$ cat src/lwu_params.svh
// offsets, field positions, reset values for the wakeup enable registers
`ifndef LWU_PARAMS_SVH
`define LWU_PARAMS_SVH
`define LWU_IDX_PIN_CFG_HI 3
`define LWU_IDX_MOD_EN 4
`define LWU_IDX_MOD_FLAG 5
`define LWU_IDX_IRQ_STAT 6
`define LWU_IDX_IRQ_MASK 7
`define LWU_ADDR_W 5
`define LWU_PIN_CFG_HI_RST 8'h00
`define LWU_MOD_EN_RST 8'h00
`define LWU_FIELD_W 2
`define LWU_PIN_BASE 12
`define LWU_IRQ_FLAG_SET 0
`define LWU_IRQ_CFG_WR 1
`endif

$ cat src/lwu_pkg.sv
// types shared by the wakeup enable register bank
package lwu_pkg;
  typedef enum logic [1:0] {
    LWU_MODE_OFF = 2'h0,
    LWU_MODE_RISE = 2'h1,
    LWU_MODE_FALL = 2'h2,
    LWU_MODE_ANY = 2'h3
  } lwu_mode_e;
  typedef enum logic [1:0] {
    LWU_BUS_IDLE = 2'h1,
    LWU_BUS_ACK = 2'h2
  } lwu_bus_e;
endpackage

$ cat src/lwu_regs.sv
// wakeup pin mode and module enable registers with avalon-mm slave
`include "lwu_params.svh"

// Notes on behaviour
// - each 2-bit pin field: 00 off, 01 rising, 10 falling, 11 any change
// - pin config register: pin15 bits 7-6 down to pin12 bits 1-0
// - pin config register at offset 3, pins 12 to 15 only
// - module enable bit 1 makes module flag a wakeup source, 0 excludes it
// - module enable register at offset 4, bits 7..0 for module inputs 7..0
// - registers reset only by chip reset excluding deepest low-leak recovery
// - all module enable bits reset to zero
// - wakeup flag clears only by writing one, stays set if enable dropped
module lwu_regs #(
  parameter int NUM_PINS = 4,
  parameter int NUM_MODS = 8
) (
  // clock and reset (chip reset excluding deepest mode recovery)
  input wire logic clk_i,
  input wire logic rst_n_i,
  // avalon-mm slave
  input wire logic [`LWU_ADDR_W-1:0] avs_address_i,
  input wire logic avs_read_i,
  input wire logic avs_write_i,
  input wire logic [31:0] avs_writedata_i,
  input wire logic [3:0] avs_byteenable_i,
  output logic [31:0] avs_readdata_o,
  output logic avs_waitrequest_o,
  output logic [1:0] avs_response_o,
  // module wake flag inputs from peripherals, same clock
  input wire logic [NUM_MODS-1:0] module_wake_inputs_i,
  // to edge detection and flag logic
  output logic [NUM_PINS-1:0] pin_rise_en_o,
  output logic [NUM_PINS-1:0] pin_fall_en_o,
  output logic [2*NUM_PINS-1:0] pin_detect_mode_o,
  output logic [NUM_MODS-1:0] module_wake_en_o,
  output logic module_wake_o,
  // interrupt
  output logic irq_o
);

  logic [7:0] pin_cfg_q, pin_cfg_d;
  logic [7:0] mod_en_q, mod_en_d;
  logic [7:0] mod_flag_q, mod_flag_d;
  logic [1:0] irq_stat_q, irq_stat_d;
  logic [1:0] irq_mask_q, irq_mask_d;
  logic [31:0] rdata_q, rdata_d;
  logic [1:0] resp_q, resp_d;
  lwu_pkg::lwu_bus_e bus_q, bus_d;
  logic acc_rd, acc_wr, wr_lane0, hit;
  logic [7:0] wdat;
  logic [NUM_PINS-1:0] rise_q, fall_q;
  wire logic [NUM_PINS-1:0] rise_d, fall_d;
  logic wake_q, wake_d, irq_q, irq_d;

  // word index from byte address
  function automatic logic [2:0] word_idx(input logic [`LWU_ADDR_W-1:0] a);
    word_idx = a[`LWU_ADDR_W-1:2];
  endfunction

  function automatic logic is_reg(input logic [`LWU_ADDR_W-1:0] a, input int idx);
    is_reg = (word_idx(a) == 3'(idx));
  endfunction

  // field decode shared by every pin
  function automatic logic mode_rise(input logic [1:0] f);
    mode_rise = (f == lwu_pkg::LWU_MODE_RISE) || (f == lwu_pkg::LWU_MODE_ANY);
  endfunction

  function automatic logic mode_fall(input logic [1:0] f);
    mode_fall = (f == lwu_pkg::LWU_MODE_FALL) || (f == lwu_pkg::LWU_MODE_ANY);
  endfunction

  // requests are taken from idle only; read data and response latch here
  assign acc_rd = avs_read_i && (bus_q == lwu_pkg::LWU_BUS_IDLE);
  assign acc_wr = avs_write_i && (bus_q == lwu_pkg::LWU_BUS_IDLE);
  // a write lands only at the edge where the master sees waitrequest low
  assign wr_lane0 = avs_write_i && (bus_q == lwu_pkg::LWU_BUS_ACK) && avs_byteenable_i[0];
  assign wdat = avs_writedata_i[7:0];
  assign hit = is_reg(avs_address_i, `LWU_IDX_PIN_CFG_HI)
    || is_reg(avs_address_i, `LWU_IDX_MOD_EN)
    || is_reg(avs_address_i, `LWU_IDX_MOD_FLAG)
    || is_reg(avs_address_i, `LWU_IDX_IRQ_STAT)
    || is_reg(avs_address_i, `LWU_IDX_IRQ_MASK);

  // bus handshake: one wait cycle, answered the next
  always_comb
  begin
    bus_d = bus_q;
    case (bus_q)
      lwu_pkg::LWU_BUS_IDLE:
      begin
        if (avs_read_i || avs_write_i)
        begin
          bus_d = lwu_pkg::LWU_BUS_ACK;
        end
      end
      lwu_pkg::LWU_BUS_ACK:
      begin
        bus_d = lwu_pkg::LWU_BUS_IDLE;
      end
      default:
      begin
        bus_d = lwu_pkg::LWU_BUS_IDLE;
      end
    endcase
  end

  assign avs_waitrequest_o = (avs_read_i || avs_write_i) && (bus_q != lwu_pkg::LWU_BUS_ACK);

  // register writes
  always_comb
  begin
    pin_cfg_d = pin_cfg_q;
    mod_en_d = mod_en_q;
    irq_mask_d = irq_mask_q;
    if (wr_lane0 && is_reg(avs_address_i, `LWU_IDX_PIN_CFG_HI))
    begin
      pin_cfg_d = wdat;
    end
    if (wr_lane0 && is_reg(avs_address_i, `LWU_IDX_MOD_EN))
    begin
      mod_en_d = wdat;
    end
    if (wr_lane0 && is_reg(avs_address_i, `LWU_IDX_IRQ_MASK))
    begin
      irq_mask_d = wdat[1:0];
    end
  end

  // module wake flags: set by enabled source, w1c, set beats clear
  always_comb
  begin
    mod_flag_d = mod_flag_q;
    if (wr_lane0 && is_reg(avs_address_i, `LWU_IDX_MOD_FLAG))
    begin
      mod_flag_d = mod_flag_q & ~wdat;
    end
    mod_flag_d = mod_flag_d | (module_wake_inputs_i & mod_en_q);
  end

  // interrupt status: flag set event and config write event
  always_comb
  begin
    irq_stat_d = irq_stat_q;
    if (wr_lane0 && is_reg(avs_address_i, `LWU_IDX_IRQ_STAT))
    begin
      irq_stat_d = irq_stat_q & ~wdat[1:0];
    end
    if (|(module_wake_inputs_i & mod_en_q & ~mod_flag_q))
    begin
      irq_stat_d[`LWU_IRQ_FLAG_SET] = 1'b1;
    end
    if (wr_lane0 && (is_reg(avs_address_i, `LWU_IDX_PIN_CFG_HI)
        || is_reg(avs_address_i, `LWU_IDX_MOD_EN)))
    begin
      irq_stat_d[`LWU_IRQ_CFG_WR] = 1'b1;
    end
  end

  // read data and response, latched on request acceptance
  always_comb
  begin
    rdata_d = rdata_q;
    resp_d = resp_q;
    if (acc_rd || acc_wr)
    begin
      resp_d = hit ? 2'h0 : 2'h3;
      rdata_d = 32'h0;
      if (acc_rd)
      begin
        case (word_idx(avs_address_i))
          3'(`LWU_IDX_PIN_CFG_HI): rdata_d = {24'h0, pin_cfg_q};
          3'(`LWU_IDX_MOD_EN): rdata_d = {24'h0, mod_en_q};
          3'(`LWU_IDX_MOD_FLAG): rdata_d = {24'h0, mod_flag_q};
          3'(`LWU_IDX_IRQ_STAT): rdata_d = {30'h0, irq_stat_q};
          3'(`LWU_IDX_IRQ_MASK): rdata_d = {30'h0, irq_mask_q};
          default: rdata_d = 32'h0;
        endcase
      end
    end
  end

  // outputs follow the next register values, so they move on the same edge
  // as the registers behind them and never glitch between edges
  always_comb
  begin
    wake_d = |mod_flag_d;
    irq_d = |(irq_stat_d & irq_mask_d);
  end

  // per pin decode of the next detect mode
  genvar gi;
  generate
    for (gi = 0; gi < NUM_PINS; gi++)
    begin : g_pin
      logic [1:0] fld;
      assign fld = pin_cfg_d[`LWU_FIELD_W*gi +: `LWU_FIELD_W];
      assign rise_d[gi] = mode_rise(fld);
      assign fall_d[gi] = mode_fall(fld);
    end
  endgenerate

  // only the chip reset reaches this block; other resets leave it alone
  // bus handshake state
  always_ff @(posedge clk_i)
  begin
    if (!rst_n_i)
    begin
      bus_q <= lwu_pkg::LWU_BUS_IDLE;
    end
    else
    begin
      bus_q <= bus_d;
    end
  end

  // software configuration
  always_ff @(posedge clk_i)
  begin
    if (!rst_n_i)
    begin
      pin_cfg_q <= `LWU_PIN_CFG_HI_RST;
      mod_en_q <= `LWU_MOD_EN_RST;
      irq_mask_q <= 2'h0;
    end
    else
    begin
      pin_cfg_q <= pin_cfg_d;
      mod_en_q <= mod_en_d;
      irq_mask_q <= irq_mask_d;
    end
  end

  // module wake flags
  always_ff @(posedge clk_i)
  begin
    if (!rst_n_i)
    begin
      mod_flag_q <= 8'h00;
    end
    else
    begin
      mod_flag_q <= mod_flag_d;
    end
  end

  // interrupt status
  always_ff @(posedge clk_i)
  begin
    if (!rst_n_i)
    begin
      irq_stat_q <= 2'h0;
    end
    else
    begin
      irq_stat_q <= irq_stat_d;
    end
  end

  // read data and response
  always_ff @(posedge clk_i)
  begin
    if (!rst_n_i)
    begin
      rdata_q <= 32'h0;
      resp_q <= 2'h0;
    end
    else
    begin
      rdata_q <= rdata_d;
      resp_q <= resp_d;
    end
  end

  // registered decode, wake and interrupt outputs
  always_ff @(posedge clk_i)
  begin
    if (!rst_n_i)
    begin
      rise_q <= '0;
      fall_q <= '0;
      wake_q <= 1'b0;
      irq_q <= 1'b0;
    end
    else
    begin
      rise_q <= rise_d;
      fall_q <= fall_d;
      wake_q <= wake_d;
      irq_q <= irq_d;
    end
  end

  assign avs_readdata_o = rdata_q;
  assign avs_response_o = resp_q;
  assign pin_detect_mode_o = pin_cfg_q;
  assign pin_rise_en_o = rise_q;
  assign pin_fall_en_o = fall_q;
  assign module_wake_en_o = mod_en_q;
  assign module_wake_o = wake_q;
  assign irq_o = irq_q;

endmodule

$ cat config.mk
export PLATFORM = sky130hd
export DESIGN_NAME = lwu_regs
export DESIGN_NICKNAME = d
export VERILOG_FILES = /design/src/lwu_pkg.sv /design/src/lwu_regs.sv
export VERILOG_INCLUDE_DIRS = /design/src /design/src/src
export SDC_FILE = /design/constraint.sdc
export NUM_CORES = 1
export LEC_CHECK = 0
export BUFFER_PORTS_ARGS = -buffer_cell sky130_fd_sc_hd__buf_2
export CAP_MARGIN = 40
export CORE_UTILIZATION = 35
export CTS_CLUSTER_SIZE = 30
export DETAILED_ROUTE_END_ITERATION = 6
export GPL_ROUTABILITY_DRIVEN = 0
export PLACE_DENSITY_LB_ADDON = 0.2
export SYNTH_ARGS = -nofsm -noshare
export SYNTH_HDL_FRONTEND = slang
export SYNTH_SLANG_ARGS = --single-unit
$ cat constraint.sdc
create_clock -name clk_i -period 2.08 [get_ports clk_i]
set_clock_uncertainty 0.2 [all_clocks]
set_input_delay 0.104 -clock clk_i [delete_from_list [all_inputs] [get_ports clk_i]]
set_output_delay 0.104 -clock clk_i [all_outputs]
set_load 0.005 [all_outputs]
==> flow_metrics.py <==
metrics = {
    "clock_network": {
        "cts.sinks": 41,
        "cts_root_buf": "clkbuf_8",
        "cts_tree": "done",
        "clock_latency_ns": 0.30,
        "cts_buffers": 5,
        "cts_setup_buffers": 0,
        "cts_buffer_depth": 2,
        "ctsHtreeMaxLevel": 2,
        "clk_pin_slew_ns": 0.08,
    },
    "floorplanning": {
        "dieArea_um2": 6570,
        "start_util": 0.367,
        "ios": 114,
        "rows": 28,
        "coreArea_um2": 5960,
        "chipHeight_um": 81.0,
        "die_width_um": 81.0,
    },
    "critical_path": {
        "reg2regPathDepth": 4,
        "worstSetupEndpointType": "flip-flop",
        "crit_type": "flip-flop to flip-flop",
        "critPathArrivalTime_ns": 1.89,
        "start_kind": "flip-flop",
        "critPathMaxFanout": 6,
        "cp.required_ns": 2.07,
    },
    "routing": {
        "vias_per_cell": 4.82,
        "met1Wirelength_um": 2440,
        "wl_met3_um": 296,
        "drcViolationCount": 0,
        "top_layer_used": "met4",
        "postRouteAntennaNets": 0,
        "wl_met2_um": 2530,
        "drt-total-wl_um": 5340,
        "drt-pass1-iter-count": 4,
        "drtIter0Drc": 69,
        "drt-wirelength-per-cell_um": 13.4,
        "num_vias": 1912,
    },
    "sta": {
        "maxSlewViolCount": 0,
        "worst_slew_pin_slew_ns": 0.592,
        "rsz0062_at_grt": "false",
        "slew_headroom": 0.605,
        "setup_violations": 0,
        "period_share": 0.913,
        "fin_crit_ns": 1.90,
        "tns_ns": 0,
        "finalHoldViolations": 0,
        "max_freq_ghz": 0.526,
    },
    "logic_synthesis": {
        "async_flop_share": 0,
        "ys.warnings.count": 0,
        "syn_inst": 250,
        "yosysSeqAreaShare": 0.376,
        "synth_edf_count": 0,
        "synth-seq-cells": 41,
        "synth_ff_type": "dfxtp_1",
        "syn_area_per_cell_um2": 8.74,
        "synth.top_cell.area_share": 0.376,
        "yosysTopAreaCell": "dfxtp_1",
        "netlist_area_um2": 2190,
        "netlist_top_cells_area": "dfxtp_1 38%, mux2i_1 13%, buf_4 11%",
        "yosys.cell_types.count": 37,
    },
    "global_route": {
        "grt_pass1_wl_um": 8560,
        "grt_max_degree": 19,
        "antenna_found_initial": 0,
        "track_usage": 0.174,
        "grt_remaining_overflow": 0,
        "grt_pass1_vias": 1817,
    },
    "finish": {
        "drive_gt1_frac": 0.252,
        "fin_nets": 374,
        "fill_cells": 610,
        "antenna_cells": 0,
        "syn2layout_area_growth_pct": 24.6,
        "seq_area_um2": 821,
        "final_cells": 397,
        "multi_input_area_um2": 1120,
    },
    "placed_design": {
        "dp_hpwl_um": 3990,
        "portBuffers": 60,
        "dp.cells": 372,
    },
    "pwr": {
        "ir_drop_mv": 0.301,
        "finalPower_mw": 1.49,
        "p_leak_nw": 1.21,
        "powerDensity_nw_per_um2": 545,
    },
    "outcome": {
        "status": "completed",
    },
    "flow_run": {
        "max_cap_violations": 0,
    },
    "worst_hold_path": {
        "hp-class": "input pin to flip-flop",
        "hold_depth": 3,
    },
}
cells by family (layout without fill, tap and decap cells):
family | after synthesis | count (layout) | share of synthesized area
other cells | 1 | 24 | 0.00172
mux | 29 | 29 | 0.133
compound gates | 45 | 45 | 0.142
simple gates | 80 | 80 | 0.197
flops | 41 | 41 | 0.376
buf+inv | 54 | 103 | 0.151
power breakdown:
part / internal, mW / total, mW / switching [mW]
Combinational: 0.0697 / 0.164 / 0.0948
Clock: 0.237 / 0.524 / 0.287
Sequential: 0.790 / 0.797 / 0.00673
Total: 1.10 / 1.49 / 0.389
timing repair:
item	in CTS	in global routing
hold buffers	17	0
hold endpoints to repair	31	0
resized for setup	0	0
per-stage QoR:
step / hold WS (ns) / cell area [um^2] / setup slack (ns) / util
2_1_floorplan: 0.0512 / 2270 / 0.274 / -
3_3_place_gp: 0.177 / 2470 / 0.186 / 0.414
3_5_place_dp: 0.184 / 2470 / 0.180 / 0.414
4_1_cts: 0.0723 / 2720 / 0.171 / 0.457
5_1_grt: 0.102 / 2720 / 0.111 / 0.457
6_report: 0.0782 / 2720 / 0.180 / 0.457
placed cells by master (no fill, tap or decap), drive strengths merged, types with 3 or more instances in the layout:
master / count
o2bb2ai: 6
a21oi: 10
buf: 70
nand2: 21
conb: 24
inv: 8
dlygate4sd3: 17
nor2b: 4
o2111ai: 3
clkbuf: 6
mux2i: 29
a31oi: 3
a22oi: 8
dfxtp: 41
o22ai: 4
nand3: 9
o21ai: 5
nand3b: 3
nor2: 26
nor3: 3
per-layer routing:
layer,up-vias,track usage
met5,-,0
met4,0,0.0589
met3,7,0.0303
met2,72,0.299
met1,868,0.219
li1,965,-
area by class of cell:
class,count,share of cell area
timing repair buffer,87,0.209
clock inverter,2,0.00551
sequential,41,0.301
clock buffer,6,0.0266
multi-input combinational,178,0.412
inverter,8,0.0110
tap,75,0.0345
synthesized netlist by cell type (2+ instances only):
library cell,count
dfxtp_1,41
buf_4,33
mux2i_1,29
nor2_1,26
nand2_1,21
a21oi_1,10
clkbuf_1,10
nand3_1,9
a22oi_1,8
inv_1,8
o2bb2ai_1,6
o21ai_0,5
nor2b_1,4
o22ai_1,4
a31oi_1,3
buf_2,3
nand3b_1,3
o2111ai_1,3
and2_1,2
and3b_1,2
nor3_4,2
nor4_1,2
or3_1,2
final timing paths:
check | start | endpoint | slack, ns
max | bus_q[1] | irq_o | 0.18
min | avs_address_i[3] | avs_readdata_o[0] | 0.08
max reg2reg | bus_q[1] | irq_o | 0.18
min reg2reg | avs_readdata_o[1] | avs_readdata_o[1] | 0.28
critical path, cell delays in order (launching register included):
cell and delay, ns:
dfxtp_1 0.47, nand4b_4 0.16, o31a_1 0.30, or4_1 0.44, a22o_1 0.22
No activity file was read; power rests on OpenSTA's default activity.
